==> config.mk <==
export PLATFORM = sky130hd
export DESIGN_NAME = sbtc_timer
export DESIGN_NICKNAME = d
export VERILOG_FILES = /design/src/verilog/sbtc_pkg.sv /design/src/verilog/sbtc_timer.sv
export SDC_FILE = /design/constraint.sdc
export NUM_CORES = 1
export LEC_CHECK = 0
export ABC_AREA = 1
export BUFFER_PORTS_ARGS = -buffer_cell sky130_fd_sc_hd__buf_2
export CAP_MARGIN = 40
export CORE_MARGIN = 2
export CORE_UTILIZATION = 50
export DETAILED_ROUTE_END_ITERATION = 10
export GPL_ROUTABILITY_DRIVEN = 0
export PLACE_DENSITY_LB_ADDON = 0.1
export SLEW_MARGIN = 20
export SYNTH_ARGS = -nofsm -noshare
export SYNTH_HDL_FRONTEND = slang
export SYNTH_SLANG_ARGS = --single-unit
==> constraint.sdc <==
create_clock -name clk_sys_i -period 1.4 [get_ports clk_sys_i]
set_input_delay 0.35 -clock clk_sys_i [delete_from_list [all_inputs] [get_ports clk_sys_i]]
set_output_delay 0.35 -clock clk_sys_i [all_outputs]
set_load 0.02 [all_outputs]
==> src/verilog/sbtc_pkg.sv <==
/*
  Package for the sixteen-bit timer/counter: register offsets, reset
  values, field positions, divider counts and the control-word layout.
  Assumes a 32-bit Avalon-MM register bus with byte addresses, where
  each register takes one aligned word with its data in bits 7:0.
*/
`default_nettype none

package sbtc_pkg;

  // register byte offsets on the bus
  localparam int unsigned SBTC_AW = 5;
  localparam logic [4:0] SBTC_OFF_LOW = 5'h00;
  localparam logic [4:0] SBTC_OFF_HIGH = 5'h04;
  localparam logic [4:0] SBTC_OFF_CTRL = 5'h08;
  localparam logic [4:0] SBTC_OFF_FLAGS = 5'h0C;
  localparam logic [4:0] SBTC_OFF_FLAG_CLR = 5'h10;
  localparam logic [4:0] SBTC_OFF_ENABLES = 5'h14;
  localparam logic [4:0] SBTC_OFF_PRIORITY = 5'h18;

  // reset values and implemented-bit masks
  localparam logic [7:0] SBTC_CTRL_RST = 8'h00;
  localparam logic [7:0] SBTC_CTRL_IMPL = 8'hB7;
  localparam logic [7:0] SBTC_FLAGS_RST = 8'h00;
  localparam logic [7:0] SBTC_ENABLES_RST = 8'h00;
  localparam logic [7:0] SBTC_PRIO_RST = 8'h1F;
  localparam logic [7:0] SBTC_PRIO_IMPL = 8'h1F;
  localparam logic [15:0] SBTC_CNT_RST = 16'h0000;
  localparam logic [15:0] SBTC_CNT_MAX = 16'hFFFF;
  localparam logic [7:0] SBTC_HBUF_RST = 8'h00;
  localparam logic [2:0] SBTC_PRESC_RST = 3'h0;

  // overflow flag, enable and priority bit position
  localparam int unsigned SBTC_OVF_BIT = 1;

  // instruction clock is the system clock divided by four
  localparam int unsigned SBTC_INSTR_DIV = 4;
  localparam logic [1:0] SBTC_DIV_LAST = 2'(SBTC_INSTR_DIV - 1);
  localparam logic [1:0] SBTC_DIV_RST = 2'h0;
  localparam logic [2:0] SBTC_SYNC_RST = 3'h0;

  // control register layout
  typedef struct packed {
    logic wide_access_select;
    logic rsv6;
    logic [1:0] prescale_select;
    logic rsv3;
    logic external_sync_disable;
    logic clock_source_select;
    logic counter_run;
  } sbtc_ctrl_s;

endpackage : sbtc_pkg

`default_nettype wire

==> src/verilog/sbtc_timer.sv <==
/*
  Sixteen-bit timer/counter with prescaler, buffered 16-bit access,
  overflow flag with enable and priority, and an Avalon-MM slave.
  Assumes one 50 MHz system clock taken as the oscillator, an external
  count clock arriving on a pin, and a bus master that holds its
  request until waitrequest falls.
*/
`timescale 1ns/10ps
`default_nettype none

module sbtc_timer
  import sbtc_pkg::*;
(
  input wire logic clk_sys_i,
  input wire logic arst_n_i,
  input wire logic [SBTC_AW-1:0] avs_address_i,
  input wire logic avs_read_i,
  input wire logic avs_write_i,
  input wire logic [31:0] avs_writedata_i,
  input wire logic [3:0] avs_byteenable_i,
  output logic [31:0] avs_readdata_o,
  output logic avs_waitrequest_o,
  input wire logic shared_external_count_clock_i,
  output logic irq_o,
  output logic irq_priority_o
);

  // address match, used by both the read and the write decode
  function automatic logic hit(input logic [SBTC_AW-1:0] a, input logic [SBTC_AW-1:0] off);
    hit = (a[SBTC_AW-1:2] == off[SBTC_AW-1:2]);
  endfunction : hit

  sbtc_ctrl_s ctrl_r;
  logic [15:0] cnt_r;
  logic [7:0] hbuf_r;
  logic [2:0] presc_r;
  logic [1:0] div_r;
  logic [2:0] sync_r;
  logic lvl_r;
  logic fell_seen_r;
  logic [7:0] flags_r;
  logic [7:0] enables_r;
  logic [7:0] prio_r;
  logic ack_r;
  logic [31:0] rdata_r;

  // bus handshake: one wait cycle, then the request is accepted
  wire req = avs_read_i | avs_write_i;
  wire rd_first = avs_read_i & ~ack_r;
  wire wr_acc = avs_write_i & ack_r & avs_byteenable_i[0];
  wire [7:0] wd = avs_writedata_i[7:0];
  assign avs_waitrequest_o = req & ~ack_r;
  assign avs_readdata_o = rdata_r;

  // write strobes per register, and the read strobe for the low byte only
  wire wr_low = wr_acc & hit(avs_address_i, SBTC_OFF_LOW);
  wire wr_high = wr_acc & hit(avs_address_i, SBTC_OFF_HIGH);
  wire wr_ctrl = wr_acc & hit(avs_address_i, SBTC_OFF_CTRL);
  wire wr_clr = wr_acc & hit(avs_address_i, SBTC_OFF_FLAG_CLR);
  wire wr_en = wr_acc & hit(avs_address_i, SBTC_OFF_ENABLES);
  wire wr_prio = wr_acc & hit(avs_address_i, SBTC_OFF_PRIORITY);
  wire rd_low = rd_first & hit(avs_address_i, SBTC_OFF_LOW);

  // read mux; unmapped and write-only addresses read as zero
  wire [7:0] rd_byte =
    hit(avs_address_i, SBTC_OFF_LOW) ? cnt_r[7:0] :
    hit(avs_address_i, SBTC_OFF_HIGH) ?
      (ctrl_r.wide_access_select ? hbuf_r : cnt_r[15:8]) :
    hit(avs_address_i, SBTC_OFF_CTRL) ? (ctrl_r & SBTC_CTRL_IMPL) :
    hit(avs_address_i, SBTC_OFF_FLAGS) ? flags_r :
    hit(avs_address_i, SBTC_OFF_ENABLES) ? enables_r :
    hit(avs_address_i, SBTC_OFF_PRIORITY) ? prio_r : 8'h00;

  always_ff @(posedge clk_sys_i or negedge arst_n_i) begin
    if (!arst_n_i) begin
      ack_r <= 1'b0;
      rdata_r <= 32'h0000_0000;
    end else begin
      ack_r <= req & ~ack_r;
      if (rd_first) begin
        rdata_r <= {24'h00_0000, rd_byte};
      end
    end
  end

  // instruction clock divider, the Fosc/4 enable
  wire instr_tick = (div_r == SBTC_DIV_LAST);
  always_ff @(posedge clk_sys_i or negedge arst_n_i) begin
    if (!arst_n_i) begin
      div_r <= SBTC_DIV_RST;
    end else begin
      div_r <= div_r + 2'h1;
    end
  end

  // pin synchronizer; the filtered level moves only when stages 2 and 3 agree
  always_ff @(posedge clk_sys_i or negedge arst_n_i) begin
    if (!arst_n_i) begin
      sync_r <= SBTC_SYNC_RST;
      lvl_r <= 1'b0;
    end else begin
      sync_r <= {sync_r[1:0], shared_external_count_clock_i};
      if (sync_r[1] == sync_r[2]) begin
        lvl_r <= sync_r[2];
      end
    end
  end

  // synchronized path edges on the filtered level; the raw path skips
  // the filter, one cycle sooner but glitch-prone
  wire sync_rise = (sync_r[1] == sync_r[2]) & sync_r[2] & ~lvl_r;
  wire sync_fall = (sync_r[1] == sync_r[2]) & ~sync_r[2] & lvl_r;
  wire raw_rise = sync_r[1] & ~sync_r[2];
  wire raw_fall = ~sync_r[1] & sync_r[2];
  wire ext_rise = ctrl_r.external_sync_disable ? raw_rise : sync_rise;
  wire ext_fall = ctrl_r.external_sync_disable ? raw_fall : sync_fall;

  // a rising edge counts only once a falling edge was seen
  always_ff @(posedge clk_sys_i or negedge arst_n_i) begin
    if (!arst_n_i) begin
      fell_seen_r <= 1'b0;
    end else if (!ctrl_r.counter_run || !ctrl_r.clock_source_select) begin
      fell_seen_r <= 1'b0;
    end else if (ext_fall) begin
      fell_seen_r <= 1'b1;
    end
  end

  // mode select: timer, synchronous or asynchronous counter
  wire src_tick = ctrl_r.clock_source_select ? (ext_rise & fell_seen_r)
                                             : instr_tick;
  wire in_tick = ctrl_r.counter_run & src_tick;

  // prescaler passes one tick in 1, 2, 4 or 8
  wire [2:0] presc_mask = 3'((4'h1 << ctrl_r.prescale_select) - 4'h1);
  wire cnt_inc = in_tick & ((presc_r & presc_mask) == presc_mask);
  wire wrap = cnt_inc & (cnt_r == SBTC_CNT_MAX);

  always_ff @(posedge clk_sys_i or negedge arst_n_i) begin
    if (!arst_n_i) begin
      presc_r <= SBTC_PRESC_RST;
    end else if (wr_low) begin
      presc_r <= SBTC_PRESC_RST;
    end else if (in_tick) begin
      presc_r <= presc_r + 3'h1;
    end
  end

  // counter and high-byte buffer; a software write wins over a count
  always_ff @(posedge clk_sys_i or negedge arst_n_i) begin
    if (!arst_n_i) begin
      cnt_r <= SBTC_CNT_RST;
      hbuf_r <= SBTC_HBUF_RST;
    end else begin
      if (wr_low && ctrl_r.wide_access_select) begin
        cnt_r <= {hbuf_r, wd};
      end else if (wr_low) begin
        cnt_r[7:0] <= wd;
      end else if (wr_high && !ctrl_r.wide_access_select) begin
        cnt_r[15:8] <= wd;
      end else if (cnt_inc) begin
        cnt_r <= cnt_r + 16'h0001;
      end
      if (wr_high && ctrl_r.wide_access_select) begin
        hbuf_r <= wd;
      end else if (rd_low && ctrl_r.wide_access_select) begin
        hbuf_r <= cnt_r[15:8];
      end
    end
  end

  // control, enable and priority registers; unimplemented bits stay zero
  always_ff @(posedge clk_sys_i or negedge arst_n_i) begin
    if (!arst_n_i) begin
      ctrl_r <= SBTC_CTRL_RST;
      enables_r <= SBTC_ENABLES_RST;
      prio_r <= SBTC_PRIO_RST;
    end else begin
      if (wr_ctrl) begin
        ctrl_r <= wd & SBTC_CTRL_IMPL;
      end
      if (wr_en) begin
        enables_r <= wd & (8'h01 << SBTC_OVF_BIT);
      end
      if (wr_prio) begin
        prio_r <= wd & SBTC_PRIO_IMPL;
      end
    end
  end

  // sticky overflow flag; a wrap in the clearing cycle wins
  wire [7:0] flag_set = {7'h00, wrap} << SBTC_OVF_BIT;
  wire [7:0] flag_clr = wr_clr ? wd : 8'h00;
  always_ff @(posedge clk_sys_i or negedge arst_n_i) begin
    if (!arst_n_i) begin
      flags_r <= SBTC_FLAGS_RST;
    end else begin
      flags_r <= (flags_r & ~flag_clr) | flag_set;
    end
  end

  // level interrupt while an enabled flag is set
  assign irq_o = |(flags_r & enables_r);
  assign irq_priority_o = prio_r[SBTC_OVF_BIT];
endmodule : sbtc_timer

`default_nettype wire

==> metrics.csv <==
metric;value;unit
fin_ws;-174.4;ps
holdBufCountCts;0;
synth_top_cell_by_area;dfrtp_1;
diodes;0;
final_util;66.10;%
numClockSinks;63;
slew_viol_final;0;
grt_pass1_wl;17270;µm
remaining_drc_errors;0;
post-route-cell-area;4846;µm²
synthFlopType;dfrtp_1;
async_reset_ff_share;100.0;%
cts_buffers;9;
min_period;1574;ps
hold_violations;0;
fin_crit_sh;112.5;%
yosys.area.top_type_share;37.90;%
nets;664;
clock_latency;350;ps
cpMaxStageDelayCell;dfrtp_1;
coreArea;7331;µm²
ys_warn_count;0;
wl;10760;µm
drt_iter0_markers;269;
dp_slack;-248.7;ps
drive_above_1_share;28.08;%
rsz0062_at_grt;yes;
rr_endpoint;cnt_r[11];
netlist_top_cells_count;nand2_1, dfrtp_1, inv_1, o21ai_0, nand3_1;
fin_skew;6.031;ps
hold_class;primary input to asynchronous set/reset pin;
slowest_delay;410;ps
cts_tree;yes;
reg2regPathDepth;12;
n_fill_cell;633;
syn_to_final_growth;26.53;%
outcome;complete, but fails checks;
grt_pass1_vias;3394;
die_x;91.52;µm
worstPathMaxFanout;8;
h-tree-depth;3;
die_area;8376;µm²
synthTopCellsByArea;dfrtp_1, nand2_1, o21ai_0, inv_1, buf_4;
clockBufferDepth;2;
syn_area_per_cell;7.365;µm²
synth_area;3830;µm²
port_buffers;27;
crit_arrival;1860;ps
first_pass_iters;5;
p_leak;2.443;nW
clock-root-buffer;clkbuf_8;
start_util;52.24;%
antenna_found_initial;0;
synth_cell_type_count;39;
vias;3701;
critPathKind;flip-flop to flip-flop;
viasPerCell;5.176;
start_kind;flip-flop;
grt_usage;26.88;%
ioPinCount;81;
dp_hpwl;7976;µm
yosysSeqAreaShare;41.33;%
peakVddDrop;701.9;µV
die_h;91.52;µm
dpl-instance-area;4384;µm²
synth_enable_flop_cells;0;
reg2reg_from;sync_r[2];
cpMostUsedCell;nand2_2;
ys_seq_elements;63;
wl_per_cell;15.05;µm
violations;negative setup slack;
grt.overflow.total;0;
setup_viol;21;
fmax;635.1;MHz
cts.clk_slew.worst_paths;70;ps
rows;31;
maxCapViolations;0;
grt_max_degree;64;
multi_input_area;2064;µm²
path_cells;inv_2 -> ha_4 -> nor2_2 -> nor2_1 -> nand2_2 -> nand2_4 -> nand3_4 -> nand2_2 -> nand2_2 -> nand2_4 -> nand2_2 -> nand2_2;
yosysMostFrequentCell;nand2_1;
synth_cells;520;
power.density;1397;nW/µm²
r2r_slack;-170;ps
required;1690;ps
area.sequential;1584;µm²
route.antenna.remaining_nets;0;
end_kind;flip-flop;
[cell families after synthesis]
kind of cell	count (synthesis)	share of synthesized area, %
AO/OA/AOI/OAI	97	14.11
adder cells (fa/ha/maj)	7	2.287
buffers and inverters	97	12.74
AND/OR/NAND/NOR	253	28.98
flip-flops	63	41.33
other	1	0.09791
XOR/XNOR	2	0.4575
[stage by stage]
step	power (mW)	hold WS (ps)	TNS, ps	std cells
final	6.768	3.629	-2894	715
after global routing	7.260	40.83	-4978	715
after CTS	6.531	24.38	-2068	711
after detailed placement	5.081	345.0	-5560	691
after global placement	5.009	335.1	-5061	691
after floorplan	4.218	54.41	0	543
[report_power, final]
part | internal (mW) | leakage [nW] | switching (mW)
clock network | 0.683 | 0.0861 | 0.732
registers | 2.36 | 0.766 | 0.445
logic | 1.03 | 1.59 | 1.52
[worst max-delay path by stage]
stage / startpoint / end / slack (ps) / cells past startpoint
4_1_cts: sync_r[1] / cnt_r[11] / -130 / 11
3_3_place_gp: avs_address_i[4] / cnt_r[0] / -250 / 9
5_1_grt: sync_r[2] / cnt_r[6] / -290 / 10
6_report: sync_r[2] / cnt_r[11] / -170 / 12
3_5_place_dp: avs_address_i[4] / cnt_r[0] / -250 / 9
2_1_floorplan: sync_r[2] / cnt_r[6] / 6 / 9
[cells in the final DEF, fill, tap and decap left out, drive strengths merged, types with 4 or more instances in the layout]
master,synthesis,final
nand2,172,172
buf,32,91
inv,63,63
dfrtp,58,58
o21ai,55,55
nand3,37,37
nor2,34,34
conb,1,24
a21oi,21,21
clkbuf,2,12
ha,7,7
nand4,6,6
dfstp,5,5
a21boi,4,4
o221ai,4,4
o22ai,4,4
nor3,4,4
[registers in the layout, indices dropped and copies added (netlist names)]
| name | cells |
|---|---|
| fell_seen_r | 1 |
| div_r | 2 |
| hbuf_r | 8 |
| cnt_r | 16 |
| prio_r | 5 |
| enables_r | 1 |
| ack_r | 1 |
| avs_readdata_o | 8 |
| flags_r | 8 |
| sync_r | 3 |
| ctrl_r | 6 |
| presc_r | 3 |
| lvl_r | 1 |
[layout make-up]
type                       instances  area share (%)
clock buffer                      12           2.995
clock inverter                     4          0.4648
inverter                          63           5.086
multi-input combinational        383           42.60
tap                               99           2.556
timing repair buffer              91           13.61
sequential                        63           32.69
[metal layers]
metal  vias to the layer above  wire, µm  track usage [%]
met5                         -         0                0
met4                         0       218            9.596
met3                        22       608            5.062
met2                       122      4867            39.64
met1                      1739      5068            39.33
li1                       1818         -                -
[worst max-delay path: cells and delay by family (launching register included)]
| family | cells | cell delay [ps] |
|---|---|---|
| buffers and inverters | 1 | 90 |
| and+or+nand+nor | 10 | 880 |
| adders and majority gates | 1 | 120 |
| DFF | 1 | 410 |
[what timing repair did]
action / CTS / global route
gates cloned: 0 / 0
pin swaps: 7 / 20
setup buffers: 4 / 4
gates resized for setup: 17 / 53
endpoints found under the setup margin: 24 / 39
Power figures use the tool's default switching activity.
